File: config.mk
export PLATFORM = sky130hd
export DESIGN_NAME = port_pin_override_mux
export DESIGN_NICKNAME = d
export VERILOG_FILES = /design/src/design/port_pin_pkg.sv /design/src/design/port_pin_override_mux.sv
export VERILOG_INCLUDE_DIRS = /design/src /design/src/design
export SDC_FILE = /design/constraint.sdc
export NUM_CORES = 1
export LEC_CHECK = 0
export BUFFER_PORTS_ARGS = -buffer_cell sky130_fd_sc_hd__buf_2
export CORE_UTILIZATION = 41
export DETAILED_ROUTE_END_ITERATION = 16
export PLACE_DENSITY = 0.89
export SETUP_SLACK_MARGIN = 0.02
export SYNTH_ARGS = -nofsm -noshare
export SYNTH_HDL_FRONTEND = slang
export SYNTH_SLANG_ARGS = --single-unit
File: constraint.sdc
create_clock -name clk_sys -period 2.27 [get_ports clk_sys]
set_input_delay 0.3405 -clock clk_sys [delete_from_list [all_inputs] [get_ports clk_sys]]
set_output_delay 0.3405 -clock clk_sys [all_outputs]
set_load 0.02 [all_outputs]
File: src/design/port_pin_map.svh
// constants for the port pin override logic
`ifndef PORT_PIN_MAP_SVH
`define PORT_PIN_MAP_SVH
`define PP_ADDR_W 4
`define PP_ADR_DIR 4'h0
`define PP_ADR_OUT 4'h1
`define PP_ADR_PIN 4'h2
`define PP_ADR_CTRL 4'h3
`define PP_CTRL_PUD_BIT 0
`define PP_CTRL_SLEEP_BIT 1
`define PP_RST_DIR 8'h00
`define PP_RST_OUT 8'h00
`define PP_RST_CTRL 2'h0
`endif

File: src/design/port_pin_pkg.sv
// types for the port pin override logic
package port_pin_pkg;
  typedef struct packed {
    logic pullup_override_en;
    logic pullup_override_val;
    logic dir_override_en;
    logic dir_override_val;
    logic value_override_en;
    logic value_override_val;
    logic toggle_override_en;
    logic input_enable_override_en;
    logic input_enable_override_val;
  } override_t;
endpackage

File: src/design/port_pin_override_mux.sv
// one gpio port with peripheral override, sleep clamp and wishbone registers
// Behaviour
// - sleep clamps digital inputs to ground
// - enabled external interrupt pins bypass clamp
// - input enable override bypasses clamp
// - clamp release creates sensed interrupt edge
// - reset switches all pull-ups off
// - pull-up from override or dir/out/pud=010
// - pull-up override ignores register bits
// - driver enable from override or direction
// - direction override ignores direction bit
// - driven level from override or output
// - value override ignores output bit
// - toggle override inverts output bit
// - input enable from override or sleep
// - input enable override ignores sleep state
// - raw tap after schmitt, before synchroniser
// - analog tap wired straight to pad
// - strobes per port, clamp/pud global
// - direction one output, zero input
// - writing pin bit toggles output bit
// - pad passes two stages before pin bit
// - global pull-up off disables register pull-ups, not override ones
`timescale 1ns/10ps
`include "port_pin_map.svh"

module port_pin_override_mux #(
  parameter int WIDTH = 8
) (
  // clock, reset, enable
  input wire logic clk_sys,
  input wire logic rst_n,
  input wire logic clk_en,
  // wishbone slave
  input wire logic wb_cyc_i,
  input wire logic wb_stb_i,
  input wire logic wb_we_i,
  input wire logic [`PP_ADDR_W-1:0] wb_adr_i,
  input wire logic [3:0] wb_sel_i,
  input wire logic [31:0] wb_dat_i,
  output logic [31:0] wb_dat_o,
  output logic wb_ack_o,
  output logic wb_err_o,
  // sleep controller and external interrupt enables
  input wire logic sleep_clamp,
  input wire logic [WIDTH-1:0] ext_irq_en,
  // peripheral overrides, one per pin
  input wire port_pin_pkg::override_t [WIDTH-1:0] ovr,
  // pad
  input wire logic [WIDTH-1:0] pad_in,
  output logic [WIDTH-1:0] pad_out,
  output logic [WIDTH-1:0] pad_oe,
  output logic [WIDTH-1:0] pad_pullup,
  output logic [WIDTH-1:0] input_enable,
  // taps to peripherals
  output logic [WIDTH-1:0] schmitt_tap_to_peripheral,
  input wire logic [WIDTH-1:0] analog_pad_line,
  output logic [WIDTH-1:0] analog_tap
);

  logic [WIDTH-1:0] pin_direction_bit_r, pin_direction_bit_nxt;
  logic [WIDTH-1:0] pin_output_bit_r, pin_output_bit_nxt;
  logic [1:0] mcu_control_reg_r, mcu_control_reg_nxt;
  logic [WIDTH-1:0] sync1_r, sync1_nxt;
  logic [WIDTH-1:0] pin_sampled_bit_r, pin_sampled_bit_nxt;
  logic ack_r, ack_nxt;
  logic err_r, err_nxt;
  logic [31:0] rdat_r, rdat_nxt;
  logic global_pullup_off;
  logic sleep_sw;
  logic sleep_any;
  logic req;
  logic wr_dir, wr_out, wr_pin, wr_ctrl;
  logic [WIDTH-1:0] toggle_req;
  logic [WIDTH-1:0] wdat;

  assign global_pullup_off = mcu_control_reg_r[`PP_CTRL_PUD_BIT];
  assign sleep_sw = mcu_control_reg_r[`PP_CTRL_SLEEP_BIT];
  // global clamp: external controller or software sleep request
  assign sleep_any = sleep_clamp | sleep_sw;
  assign req = wb_cyc_i & wb_stb_i & ~ack_r & ~err_r;
  assign wdat = wb_dat_i[WIDTH-1:0];
  // shared write strobes per port
  assign wr_dir = req & wb_we_i & wb_sel_i[0] & (wb_adr_i == `PP_ADR_DIR);
  assign wr_out = req & wb_we_i & wb_sel_i[0] & (wb_adr_i == `PP_ADR_OUT);
  assign wr_pin = req & wb_we_i & wb_sel_i[0] & (wb_adr_i == `PP_ADR_PIN);
  assign wr_ctrl = req & wb_we_i & wb_sel_i[0] & (wb_adr_i == `PP_ADR_CTRL);

  genvar g;
  generate
    for (g = 0; g < WIDTH; g++) begin : g_pin
      logic clamp_off;
      logic pullup_g;
      // all override enables low: plain gpio pin
      // toggle from software pin write or peripheral
      assign toggle_req[g] = (wr_pin & wdat[g]) | ovr[g].toggle_override_en;
      // digital input enable
      always_comb begin
        if (ovr[g].input_enable_override_en) begin
          clamp_off = ovr[g].input_enable_override_val;
        end else begin
          clamp_off = ~sleep_any | ext_irq_en[g];
        end
      end
      assign input_enable[g] = clamp_off;
      // clamped pad to ground; release makes a visible edge
      assign schmitt_tap_to_peripheral[g] = pad_in[g] & clamp_off;
      // driver enable
      assign pad_oe[g] = ovr[g].dir_override_en ? ovr[g].dir_override_val
                                                : pin_direction_bit_r[g];
      // driven level
      assign pad_out[g] = ovr[g].value_override_en ? ovr[g].value_override_val
                                                   : pin_output_bit_r[g];
      // pull-up, off under reset
      always_comb begin
        if (!rst_n) begin
          pullup_g = 1'b0;
        end else if (ovr[g].pullup_override_en) begin
          pullup_g = ovr[g].pullup_override_val;
        end else begin
          pullup_g = ~pin_direction_bit_r[g] & pin_output_bit_r[g]
                     & ~global_pullup_off;
        end
      end
      assign pad_pullup[g] = pullup_g;
      assign analog_tap[g] = analog_pad_line[g];
    end
  endgenerate

  // register next values
  always_comb begin
    pin_direction_bit_nxt = pin_direction_bit_r;
    pin_output_bit_nxt = pin_output_bit_r ^ toggle_req;
    mcu_control_reg_nxt = mcu_control_reg_r;
    if (wr_dir) begin
      pin_direction_bit_nxt = wdat;
    end
    if (wr_out) begin
      pin_output_bit_nxt = wdat;
    end
    if (wr_ctrl) begin
      mcu_control_reg_nxt = wb_dat_i[1:0];
    end
  end

  // two stage sampling of the schmitt output
  always_comb begin
    sync1_nxt = schmitt_tap_to_peripheral;
    pin_sampled_bit_nxt = sync1_r;
  end

  // wishbone answer, one cycle after strobe
  always_comb begin
    ack_nxt = 1'b0;
    err_nxt = 1'b0;
    rdat_nxt = rdat_r;
    if (req) begin
      unique case (wb_adr_i)
        `PP_ADR_DIR: begin
          ack_nxt = 1'b1;
          rdat_nxt = 32'(pin_direction_bit_r);
        end
        `PP_ADR_OUT: begin
          ack_nxt = 1'b1;
          rdat_nxt = 32'(pin_output_bit_r);
        end
        `PP_ADR_PIN: begin
          ack_nxt = 1'b1;
          rdat_nxt = 32'(pin_sampled_bit_r);
        end
        `PP_ADR_CTRL: begin
          ack_nxt = 1'b1;
          rdat_nxt = 32'(mcu_control_reg_r);
        end
        default: begin
          err_nxt = 1'b1;
          rdat_nxt = 32'h0000_0000;
        end
      endcase
    end
  end

  always_ff @(posedge clk_sys or negedge rst_n) begin
    if (!rst_n) begin
      pin_direction_bit_r <= WIDTH'(`PP_RST_DIR);
      pin_output_bit_r <= WIDTH'(`PP_RST_OUT);
      mcu_control_reg_r <= `PP_RST_CTRL;
      sync1_r <= '0;
      pin_sampled_bit_r <= '0;
      ack_r <= 1'b0;
      err_r <= 1'b0;
      rdat_r <= 32'h0000_0000;
    end else if (clk_en) begin
      pin_direction_bit_r <= pin_direction_bit_nxt;
      pin_output_bit_r <= pin_output_bit_nxt;
      mcu_control_reg_r <= mcu_control_reg_nxt;
      sync1_r <= sync1_nxt;
      pin_sampled_bit_r <= pin_sampled_bit_nxt;
      ack_r <= ack_nxt;
      err_r <= err_nxt;
      rdat_r <= rdat_nxt;
    end
  end

  assign wb_ack_o = ack_r;
  assign wb_err_o = err_r;
  assign wb_dat_o = rdat_r;

  // checks
  logic past_valid_r;
  logic past_valid2_r;
  always_ff @(posedge clk_sys or negedge rst_n) begin
    if (!rst_n) begin
      past_valid_r <= 1'b0;
      past_valid2_r <= 1'b0;
    end else begin
      past_valid_r <= 1'b1;
      past_valid2_r <= past_valid_r;
    end
  end

  // per-pin checks, same for every pin of the port
  generate
    for (g = 0; g < WIDTH; g++) begin : g_chk

    end
  endgenerate
endmodule // port_pin_override_mux

==> out/results.md <==
## Status
- **outcome** complete, no violations

## CTS
- **clock buffer depth** 2
- **clock sink count** 44
- **clock latency at the later pin of the worst-skew pair** 0.30 ns
- **number of buffers inserted for hold repair after clock tree synthesis** 0
- **number of H-tree levels** 2
- **setup repair bufs after CTS** 0
- **clock root buffer** clkbuf_8
- **CTS tree** built
- **clock-pin slew reported for the worst setup and hold paths after clock tree synthesis** 0.08 ns
- **CTS-repair resized insts** 0
- **TritonCTS buffer count** 5

## Power and ir drop
- **IR Drop Worst-Case VDD** 0.000417 V
- **post-layout total power** 2.25 mW
- **Leakage** 2.03 nW
- **Pwr per Cell Area** 590 nW/µm²

## Routing
- **iteration count of the initial detailed-routing pass** 4
- **total detailed-routing wirelength** 7890 µm
- **routed via count** 2706
- **average wire per cell in the routed design** 15.0 µm
- **DRC violations left** 0
- **drt initial violations** 101
- **Post-DRT Antenna Nets** 0
- **number of vias per cell after detailed routing** 5.15

## Synth
- **register bit count reported by yosys** 44
- **most frequent cells after synthesis** buf_4 (48), dfrtp_1 (44), mux2_2 (41), and2_1 (15), nand2_1 (15)
- **ys async rst share** 100%
- **average cell area after synthesis** 10.5 µm²
- **distinct cell type count after synthesis** 40
- **main area contributors after synthesis** dfrtp_1 (36%), mux2_2 (15%), buf_4 (12%)
- **post-synth top area cell** dfrtp_1
- **post-synthesis instance area** 3040 µm²
- **synthesized instance count** 288
- **Synth Warn #** 0
- **top-count cell post-synth** buf_4
- **sequential area share after synthesis** 36.2%
- **number of synthesized flops with an enable pin** 0
- **Synth Flop Type** dfrtp_1
- **share of the synthesized area in the top cell type** 36.2%

## STA
- **final setup TNS** 0 ns
- **upper clock frequency limit** 0.474 GHz
- **worst slew slack as a fraction of its limit** 58.7%
- **setup repair after global routing missed its margin** no
- **slew at the pin with the worst max-slew slack** 0.617 ns
- **clock skew** 0.00729 ns
- **number of pins exceeding their max-slew limit in the final report** 0
- **Finish-stage setup viols** 0
- **post-route worst hold slack** 0.0357 ns
- **ratio of final minimum period to clock period** 92.9%
- **shortest period the worst path allows** 2.11 ns
- **final count of hold timing violations** 0

## Worst setup path
- **CP Cell Sequence** nor2_1, o31a_1, and2_1, buf_2
- **data arrival time at the worst-slack endpoint** 1.77 ns
- **Slowest cell on crit path** nor2_1
- **critical path start-end classification** reg -> out
- **count of buffer and inverter cells on the critical path** 1
- **Worst path max stage delay** 0.50 ns
- **required time at the worst-slack endpoint** 1.93 ns
- **cell family with most CP delay** simple AND/OR/NAND/NOR gates
- **endpoint type of the worst setup path** output pin
- **highest net fanout along the worst path** 8
- **type of element launching the critical path** flop

## Min path
- **min-delay worst type** in -> async

## GRT
- **first-pass GRT wire length** 11900 µm
- **initial antenna violation count** 0
- **residual overflow from global routing** 0
- **largest net degree at the start of global routing** 25
- **GRT Total Usage** 20.2%
- **vias in the first global route** 2516

## Place
- **number of cells after detailed placement** 517
- **Routability Congestion** 0.845
- **dpl hpwl** 6170 µm
- **number of input and output port buffers inserted** 157
- **total placed instance area** 3690 µm²

## Final layout
- **fraction of final layout cells with drive strength greater than 1** 52.8%
- **post-layout instance area** 3820 µm²
- **ant diodes** 0
- **final net count** 568
- **synth-to-layout area growth** 25.8%
- **number of cells in the finished layout apart from fillers** 525

## Floorplanning
- **initial standard-cell utilization of the core** 42.1%
- **core region area** 7210 µm²
- **overall die width** 88.1 µm
- **I/O pin cnt** 225
- **Die Ht** 88.1 µm
- **placement row count** 31
- **Total Die Area** 7760 µm²

## Job
- **number of max-cap violations** 0

[final cells by class]
class | count | area, µm²
clock buffers | 7 | 96.3
well taps | 99 | 124
clock inverters | 1 | 30.0
flip-flops and latches | 44 | 1100
inverters | 5 | 18.8
multi-input cells | 202 | 1590
repair buffers | 167 | 861
fillers | 679 | 3390
[flip-flops by register name, indices dropped and copies added (netlist names)]
register and flops:
mcu_control_reg_r 2, pin_direction_bit_r 8, pin_output_bit_r 8, pin_sampled_bit_nxt 8, pin_sampled_bit_r 8, wb_ack_o 1, wb_dat_o 8, wb_err_o 1
[cell usage in the layout, fill, tap and decap left out, drive strengths merged, types with 7 or more instances in the layout]
cell type  netlist  layout
buf             51     167
conb             1      24
mux2            41      41
dfrtp           44      44
and2            15      15
nor4b            7       7
a22o             8       8
mux2i           13      13
nand2           17      17
a21oi            8       8
nor2b            9       9
nand2b           8       8
a221oi          14      14
o21ai            7       7
o31a             8       8
clkbuf           9       7
[power by group]
group	leakage [nW]	internal [mW]	switching (mW)	total (mW)
sequential	0.566	0.870	0.0784	0.949
combinational	1.40	0.304	0.345	0.648
clock	0.0645	0.388	0.268	0.657
[worst reg2reg max path, stage by stage, from the launching register on]
cell	delay [ns]
dfrtp_1	0.41
and4bb_1	0.47
and4_1	0.49
a221oi_1	0.15
a221oi_1	0.29
[through the flow]
step | utilization, % | worst slack [ns]
3_5_place_dp | 51.2 | 0.345
5_1_grt | 53.0 | 0.0310
4_1_cts | 53.0 | 0.130
3_3_place_gp | 51.2 | 0.457
2_1_floorplan | - | 0.487
6_report | 53.0 | 0.160
[final timing paths]
check                                                           to  slack (ns)                        startpoint  cells past startpoint
worst max-delay path                  schmitt_tap_to_peripheral[1]        0.16  mcu_control_reg_r[1]$_DFFE_PN0P_                      4
worst min-delay path                       wb_dat_o[6]$_DFFE_PN0P_        0.04                             rst_n                      1
worst max register to register     pin_output_bit_r[3]$_DFFE_PN0P_        0.36              wb_err_o$_DFFE_PN0P_                      4
worst min register to register                wb_ack_o$_DFFE_PN0P_        0.50              wb_ack_o$_DFFE_PN0P_                      1
max in group asynchronous         mcu_control_reg_r[0]$_DFFE_PN0P_        1.68                             rst_n                      2
min in group clk_sys            pin_direction_bit_r[3]$_DFFE_PN0P_        0.32                       wb_dat_i[3]                      2
[metal layers]
metal | up-vias | wire length (µm) | track usage [%]
met2 | 128 | 4160 | 38.1
met3 | 15 | 451 | 3.39
li1 | 1262 | - | -
met4 | 0 | 113 | 6.89
met1 | 1301 | 3160 | 23.0
met5 | - | 0 | 0
[kinds of logic (layout without fill, tap and decap cells)]
| group | after synthesis | count (layout) | share of synthesized area (%) |
|---|---|---|---|
| and+or+nand+nor | 69 | 69 | 15.0 |
| xor gates and xnor gates | 1 | 1 | 0.288 |
| DFF | 44 | 44 | 36.2 |
| AOI/OAI and AO/OA | 52 | 52 | 13.1 |
| buffers and inverters | 65 | 180 | 14.3 |
| muxes | 56 | 56 | 21.0 |
| other | 1 | 24 | 0.123 |
No activity file was read; power rests on OpenSTA's default activity.
